### src/common/fcrc_map.svh
// register offsets, field positions and reset values of the flash rewrite control block
`ifndef FCRC_MAP_SVH
`define FCRC_MAP_SVH
`define FCRC_OFS_CTRL       4'h0
`define FCRC_OFS_STATUS     4'h1
`define FCRC_OFS_PROC_MODE  4'h2
`define FCRC_OFS_ID_KEY     4'h3
`define FCRC_BIT_ENABLE     0
`define FCRC_BIT_SELECT     1
`define FCRC_BIT_OPTION     2
`define FCRC_BIT_CMD_GO     3
`define FCRC_CMD_LSB        4
`define FCRC_BIT_READY      0
`define FCRC_BIT_PROG_ERR   1
`define FCRC_BIT_ERASE_ERR  2
`define FCRC_BIT_ID_OK      3
`define FCRC_BIT_EXPAND     0
`define FCRC_BIT_DF_ENABLE  1
`define FCRC_BIT_EXPAND_EFF 2
`define FCRC_BIT_DF_EFF     3
`define FCRC_CTRL_RESET     32'h00000000
`define FCRC_PROC_RESET     32'h00000000
// id key default: the value is arbitrary
`define FCRC_ID_DEFAULT     32'h5A5A0001
`endif

### src/common/fcrc_pkg.sv
// types of the flash rewrite control block
package fcrc_pkg;
    typedef enum logic [2:0] {
        FCRC_CMD_NONE   = 3'h0,
        FCRC_CMD_PROG   = 3'h1,
        FCRC_CMD_ERASE  = 3'h2,
        FCRC_CMD_LOCKP  = 3'h3,
        FCRC_CMD_LOCKRD = 3'h4,
        FCRC_CMD_BLANK  = 3'h5
    } fcrc_cmd_t;
    typedef enum logic [2:0] {
        FCRC_IDLE = 3'b001,
        FCRC_START = 3'b010,
        FCRC_BUSY = 3'b100
    } fcrc_state_t;
    typedef struct packed {
        logic [3:0]  address;
        logic        read;
        logic        write;
        logic [31:0] writedata;
    } fcrc_av_req_t;
    typedef struct packed {
        logic [31:0] readdata;
        logic        waitrequest;
    } fcrc_av_rsp_t;
    typedef struct packed {
        fcrc_state_t state;
        logic        enable;
        logic        select;
        logic        option;
        fcrc_cmd_t   cmd;
        logic        prog_err;
        logic        erase_err;
        logic        expand_sw;
        logic        df_sw;
        logic        expand_pend;
        logic        pend_valid;
        logic        id_ok;
        logic        ack;
        logic [31:0] rdata;
        logic        start;
    } fcrc_state_s_t;
endpackage

### src/rtl/fcrc_ctrl.sv
// flash cpu rewrite control: ready flag, error flags, map forcing, id check
//
// Contract
// RULE1 - ready reads 0 while a command runs
// RULE2 - ready returns 1 when operation ends
// RULE3 - software issues no command while busy
// RULE4 - no program/erase/blank while error set
// RULE5 - full status check after each command
// RULE6 - no commands in slow or low-current read
// RULE7 - no clock change while busy; fast clocks
// RULE8 - force expansion bit while rewrite enabled
// RULE9 - expansion write during rewrite held until exit
// RULE10 - force data flash enable in rewrite mode
// RULE11 - run rewrite code outside expanded window
// RULE12 - change mode bits with nmi disabled, high
// RULE13 - change option bit only while ready
// RULE14 - slow clock and wait state before entry
// RULE15 - ram-executed mode: no dma from flash
// RULE16 - rom-executed mode: no dma while busy
// RULE17 - clear rewrite enable before wait
// RULE18 - stop: clear enable, disable dma, stop
// RULE19 - data flash wait state at high clock
// RULE20 - option byte written with program image
// RULE21 - rom-executed mode: keep control block intact
// RULE22 - no nmi or address-match during risky ops
// RULE23 - id code check always performed
`timescale 1ns/1ps
`include "fcrc_map.svh"
module fcrc_ctrl
    import fcrc_pkg::*;
(
    input  wire logic         clk,
    input  wire logic         reset,
    input  wire fcrc_av_req_t av_req,
    output fcrc_av_rsp_t      av_rsp,
    output logic              flash_ready_flag,
    output logic              internal_area_expansion,
    output logic              data_flash_area_enable,
    output logic              flash_op_start,
    output fcrc_cmd_t         flash_op_cmd,
    input  wire logic         flash_op_done,
    input  wire logic         flash_op_error,
    input  wire logic [31:0]  debug_id_code,
    output logic              debug_access_granted
);

    fcrc_state_s_t q, d;
    logic done_s1, done_s2, err_s1, err_s2;

    // ================================================================
    // status inputs from the flash macro cross in via two flops
    always_ff @(posedge clk) begin
        if (reset) begin
            done_s1 <= 1'b0;
            done_s2 <= 1'b0;
            err_s1  <= 1'b0;
            err_s2  <= 1'b0;
        end else begin
            done_s1 <= flash_op_done;
            done_s2 <= done_s1;
            err_s1  <= flash_op_error;
            err_s2  <= err_s1;
        end
    end

    function automatic logic is_cmd(input logic [2:0] c);
        return (c >= 3'h1) && (c <= 3'h5);
    endfunction

    // ================================================================
    // next state
    always_comb begin
        logic wr, rd, hit_ctrl;
        d = q;
        wr = av_req.write && !q.ack;
        rd = av_req.read && !q.ack;
        hit_ctrl = wr && (av_req.address == `FCRC_OFS_CTRL);
        d.ack = (av_req.read || av_req.write) && !q.ack;
        d.start = 1'b0;
        if (rd) begin
            case (av_req.address)
                `FCRC_OFS_CTRL: d.rdata = {25'h0, q.cmd, 1'b0, q.option, q.select, q.enable};
                `FCRC_OFS_STATUS: d.rdata = {28'h0, q.id_ok, q.erase_err, q.prog_err,
                                             q.state == FCRC_IDLE};
                `FCRC_OFS_PROC_MODE: d.rdata = {28'h0, q.enable | q.df_sw, q.enable | q.expand_sw,
                                                q.df_sw, q.pend_valid ? q.expand_pend : q.expand_sw};
                default: d.rdata = 32'h0;
            endcase
        end
        if (hit_ctrl) begin
            d.enable = av_req.writedata[`FCRC_BIT_ENABLE];
            d.select = av_req.writedata[`FCRC_BIT_SELECT];
            if (q.state == FCRC_IDLE)
                d.option = av_req.writedata[`FCRC_BIT_OPTION];
        end
        // a held expansion write lands when rewrite mode is left [RULE9]
        if (q.enable && !d.enable && q.pend_valid) begin
            d.expand_sw = q.expand_pend;
            d.pend_valid = 1'b0;
        end
        if (wr && av_req.address == `FCRC_OFS_PROC_MODE) begin
            d.df_sw = av_req.writedata[`FCRC_BIT_DF_ENABLE];
            if (q.enable && d.enable) begin
                d.expand_pend = av_req.writedata[`FCRC_BIT_EXPAND]; // [RULE9]
                d.pend_valid = 1'b1;
            end else begin
                d.expand_sw = av_req.writedata[`FCRC_BIT_EXPAND];
            end
        end
        // writing 1 to an error bit in status clears it
        if (wr && av_req.address == `FCRC_OFS_STATUS) begin
            if (av_req.writedata[`FCRC_BIT_PROG_ERR])
                d.prog_err = 1'b0;
            if (av_req.writedata[`FCRC_BIT_ERASE_ERR])
                d.erase_err = 1'b0;
        end
        // id key compared on every write; no way to bypass it [RULE23]
        if (wr && av_req.address == `FCRC_OFS_ID_KEY)
            d.id_ok = (av_req.writedata == debug_id_code);
        case (q.state)
            FCRC_IDLE: begin
                // busy only starts with rewrite mode enabled and a valid command
                if (hit_ctrl && av_req.writedata[`FCRC_BIT_CMD_GO] && q.enable &&
                    is_cmd(av_req.writedata[`FCRC_CMD_LSB +: 3])) begin
                    d.cmd = fcrc_cmd_t'(av_req.writedata[`FCRC_CMD_LSB +: 3]);
                    d.state = FCRC_START; // [RULE1]
                    d.start = 1'b1;
                end
            end
            FCRC_START: begin
                if (!done_s2)
                    d.state = FCRC_BUSY;
            end
            FCRC_BUSY: begin
                if (done_s2) begin
                    d.state = FCRC_IDLE; // [RULE2]
                    // error bit chosen by command; set wins over clear
                    if (err_s2 && q.cmd == FCRC_CMD_ERASE)
                        d.erase_err = 1'b1;
                    else if (err_s2)
                        d.prog_err = 1'b1;
                end
            end
            default: d.state = FCRC_IDLE;
        endcase
    end

    always_ff @(posedge clk) begin
        if (reset) begin
            q <= '{state: FCRC_IDLE, cmd: FCRC_CMD_NONE, default: '0};
        end else begin
            q <= d;
        end
    end

    // ================================================================
    // outputs, each from a flop
    logic ready_q, expand_q, df_q, grant_q;
    always_ff @(posedge clk) begin
        if (reset) begin
            ready_q  <= 1'b1;
            expand_q <= 1'b0;
            df_q     <= 1'b0;
            grant_q  <= 1'b0;
        end else begin
            ready_q  <= (d.state == FCRC_IDLE); // [RULE1]
            expand_q <= d.enable | d.expand_sw; // [RULE8]
            df_q     <= d.enable | d.df_sw; // [RULE10]
            grant_q  <= d.id_ok; // [RULE23]
        end
    end

    assign flash_ready_flag        = ready_q;
    assign internal_area_expansion = expand_q;
    assign data_flash_area_enable  = df_q;
    assign debug_access_granted    = grant_q;
    assign flash_op_start          = q.start;
    assign flash_op_cmd            = q.cmd;
    assign av_rsp.readdata         = q.rdata;
    assign av_rsp.waitrequest      = !q.ack;

    // ================================================================
    // checks
    property p_busy_after_start;
        @(posedge clk) disable iff (reset) q.start |=> !flash_ready_flag;
    endproperty
    a_busy_after_start: assert property (p_busy_after_start) else $error("not busy after start"); // [RULE1]

    property p_ready_after_done;
        @(posedge clk) disable iff (reset) (q.state == FCRC_BUSY && done_s2) |=> flash_ready_flag;
    endproperty
    a_ready_after_done: assert property (p_ready_after_done) else $error("ready not restored"); // [RULE2]

    property p_expand_forced;
        @(posedge clk) disable iff (reset) q.enable |-> internal_area_expansion;
    endproperty
    a_expand_forced: assert property (p_expand_forced) else $error("expansion not forced"); // [RULE8]

    property p_expand_held;
        @(posedge clk) disable iff (reset) (q.enable && d.enable) |=> $stable(q.expand_sw);
    endproperty
    a_expand_held: assert property (p_expand_held) else $error("expansion changed in rewrite mode"); // [RULE9]

    property p_df_forced;
        @(posedge clk) disable iff (reset) q.enable |-> data_flash_area_enable;
    endproperty
    a_df_forced: assert property (p_df_forced) else $error("data flash enable not forced"); // [RULE10]

    property p_grant_needs_id;
        @(posedge clk) disable iff (reset) debug_access_granted |-> q.id_ok;
    endproperty
    a_grant_needs_id: assert property (p_grant_needs_id) else $error("access without id"); // [RULE23]
endmodule

### config.mk
export PLATFORM = sky130hd
export DESIGN_NAME = fcrc_ctrl
export DESIGN_NICKNAME = d
export VERILOG_FILES = /design/src/common/fcrc_pkg.sv /design/src/rtl/fcrc_ctrl.sv
export VERILOG_INCLUDE_DIRS = /design/src /design/src/common
export SDC_FILE = /design/constraint.sdc
export NUM_CORES = 1
export LEC_CHECK = 0
export BUFFER_PORTS_ARGS = -buffer_cell sky130_fd_sc_hd__buf_2
export CAP_MARGIN = 20
export CORE_MARGIN = 2
export CORE_UTILIZATION = 44
export DETAILED_ROUTE_END_ITERATION = 7
export PLACE_DENSITY = 0.85
export SLEW_MARGIN = 20
export SYNTH_ARGS = -nofsm -noshare
export SYNTH_HDL_FRONTEND = slang
export SYNTH_SLANG_ARGS = --single-unit
### constraint.sdc
create_clock -name clk -period 3 [get_ports clk]
set_input_delay 0.15 -clock clk [delete_from_list [all_inputs] [get_ports clk]]
set_output_delay 0.15 -clock clk [all_outputs]
set_load 0.02 [all_outputs]
==> out/metrics.yaml <==
run_status:
  status: "completed"
timing:
  hold_viol: 0
  rsz0062_at_grt: "no"
  finalCritPeriodShare: 0.774
  holdWs_ps: 83.7
  fin_crit_ps: 2320
  fmax_mhz: 431
  drv_slew: 0
  setup_violations: 0
  fin_tns_setup_ps: 0
  fin_ws_ps: 679
  finalClockSkew_ps: 4.85
  slew_headroom: 0.621
  tightest_slew_ps: 568
synthesis:
  synth_top_area_frac: 0.330
  ys_seq_area_frac: 0.330
  synthesis.area_um2: 1940
  synth_cells: 228
  yosysTopAreaCell: "dfxtp_1"
  yosys_warnings: 0
  async_reset_ff_frac: 0
  yosys.cell_types.count: 38
  ys_top_cells_by_area: "dfxtp_1 (33%), buf_4 (14%), xnor2_1 (7.7%)"
  syn_area_per_cell_um2: 8.51
  synth_edf_count: 0
  synthFlopType: "dfxtp_1"
  synth_seq_cells: 32
routing:
  drc_errors: 0
  final_antenna_net_count: 0
  vias: 1708
  routedWlPerCell_um: 11.7
  viasPerCell: 4.78
  wirelength_um: 4170
  drtIter0Drc: 50
  dr.pass1.iters: 4
pwr:
  internal-power_mw: 0.747
  ir_drop_v: 0.000224
  comb_power_share: 0.163
  power_frac_clock: 0.399
  p_sw_mw: 0.244
  power_switching_share: 0.246
  pwr-share-seq: 0.438
  powerDensity_nw_per_um2: 422
  power_leakage_nw: 1.07
job:
  drv_cap: 0
finish:
  drive_gt1_frac: 0.325
  final_cell_area_um2: 2350
  stdcell_count: 357
  area_growth_pct: 21.0
  n_antenna_cell: 0
  finalNetCount: 378
global_routing:
  grt_pass1_wl_um: 6810
  grt_use_met3: 0.0231
  grt_usage: 0.172
  grtUsageMet2: 0.319
  grt_use_met1: 0.184
  grt.busiest_layer: "met2"
  grt_max_degree: 33
  antenna_found_initial: 0
  grt_pass1_vias: 1656
  grt_overflow: 0
floorplan:
  die_h_um: 70.4
  core-area_um2: 4290
  die_area_um2: 4950
  num_rows: 24
  die_x_um: 70.4
  io_pins: 115
  initial_core_util: 0.452
cts:
  clkTransAtPathRegs_ps: 60
  postCtsResizedCells: 0
  postCtsHoldBufs: 0
  cts_max_path_buffers: 2
  cts_buffers: 5
  cts_tree: "yes"
  worstSkewPairLatency_ps: 280
  clock-root-buffer: "clkbuf_8"
  cts_setup_buffers: 0
  clkSinkCount: 32
  htreeDepth: 2
critical_path:
  critPathLaunchType: "flip-flop"
  r2r_cells: 5
  crit_start: "q[33]$_SDFF_PP0_"
  crit_fanout: 7
  crit_type: "flip-flop to flip-flop"
  cp.required_ps: 3160
  r2r_setup_slack_ps: 680
  endpoint: "internal_area_expansion$_SDFF_PP0_"
  worstSetupEndpointType: "flip-flop"
  cp_data_arrival_time_ps: 2490
  rr_startpoint: "q[33]$_SDFF_PP0_"
  reg2reg_to: "internal_area_expansion$_SDFF_PP0_"
placed_design:
  placed_cell_area_um2: 2240
  gp_congestion: 0.842
  dp_cells: 349
  place.port_buffers: 89
  hpwl_um: 3470
  dpl_worst_slack_ps: 706
hold_path:
  min_from: "flash_op_done"
  hp-class: "primary input to flip-flop"
## final cells by class
type                       instances  area, µm²
clock buffer                       6       72.6
clock inverter                     2       35.0
fill                             397       1950
inverter                           4       15.0
multi-input combinational        172       1070
sequential                        32        641
tap                               52       65.1
timing repair buffer              89        445
## placed cells by master, fill, tap and decap left out, drive strengths merged, types with 2 or more instances in the layout
master,count
xor2,16
or3,4
nand4,6
a22oi,4
o21bai,2
nor4,7
a2bb2oi,2
nand2,8
inv,4
nor2b,5
a211oi,4
clkbuf,6
a21oi,7
nand2b,3
nor3,6
conb,25
nand3,2
mux2i,10
buf,89
xnor2,17
dfxtp,32
a32oi,2
nor2,31
## stage by stage
| stage | util | total power [mW] |
|---|---|---|
| after detailed placement | 0.521 | 0.605 |
| after global placement | 0.521 | 0.601 |
| final | 0.546 | 0.991 |
| after floorplan | - | 0.561 |
| after global routing | 0.546 | 1.03 |
| after CTS | 0.546 | 0.998 |
## power by group through the flow
stage | combinational (mW) | clock (mW) | sequential (mW)
after floorplan | 0.118 | 0 | 0.443
after global placement | 0.159 | 0 | 0.443
after detailed placement | 0.162 | 0 | 0.443
after CTS | 0.162 | 0.403 | 0.434
after global routing | 0.177 | 0.417 | 0.434
final | 0.161 | 0.396 | 0.434
## metal layers
layer / vias to the layer above / routed length, µm
li1: 872 / -
met1: 739 / 1630
met2: 90 / 2170
met3: 7 / 292
met4: 0 / 82
met5: - / 0
## worst min path at each step
stage / endpoint / slack [ps] / depth (start not counted)
after floorplan: q[46]$_SDFF_PP0_ / 230 / 1
after global placement: done_s1$_SDFF_PP0_ / 370 / 2
after detailed placement: done_s1$_SDFF_PP0_ / 370 / 2
after CTS: done_s1$_SDFF_PP0_ / 80 / 2
after global routing: err_s1$_SDFF_PP0_ / 120 / 2
final: done_s1$_SDFF_PP0_ / 80 / 2
## registers in the layout, indices dropped and copies added (netlist names), named ones only
name	flops
flash_op_start	1
data_flash_area_enable	1
internal_area_expansion	1
flash_op_cmd	3
flash_ready_flag	1
debug_access_granted	1
q	12
av_rsp	7
done_s2	1
err_s2	1
done_s1	1
err_s1	1
## cells by family (layout without fill, tap and decap cells)
group / after synthesis / in the layout / synth area share
compound gates: 27 / 27 / 0.101
xor+xnor: 33 / 33 / 0.149
buf+inv: 48 / 101 / 0.163
flops: 32 / 32 / 0.330
mux: 10 / 10 / 0.0516
other cells: 1 / 25 / 0.00193
simple gates: 77 / 77 / 0.203
## synthesized netlist by cell type (2+ instances only)
master and instances:
nand2b_1 3, nor2b_1 5, a2bb2oi_1 2, nand2_1 8
xor2_1 16, mux2i_1 10, xnor2_1 17, buf_4 36
dfxtp_1 32, a211oi_1 3, nor3_1 5, nor4_1 7
a21oi_1 7, clkbuf_1 6, nand4_1 6, a22oi_1 4
nand3_1 2, a32oi_1 2, inv_1 4, or3_1 4
o21bai_1 2, nor2_1 31
## critical path, stage by stage (launching register included)
cell and delay [ps]:
dfxtp_1 330, or4b_1 650, or3_1 510, o31ai_1 280, a221oi_1 130, or2_2 300
No activity file was read; power rests on OpenSTA's default activity.
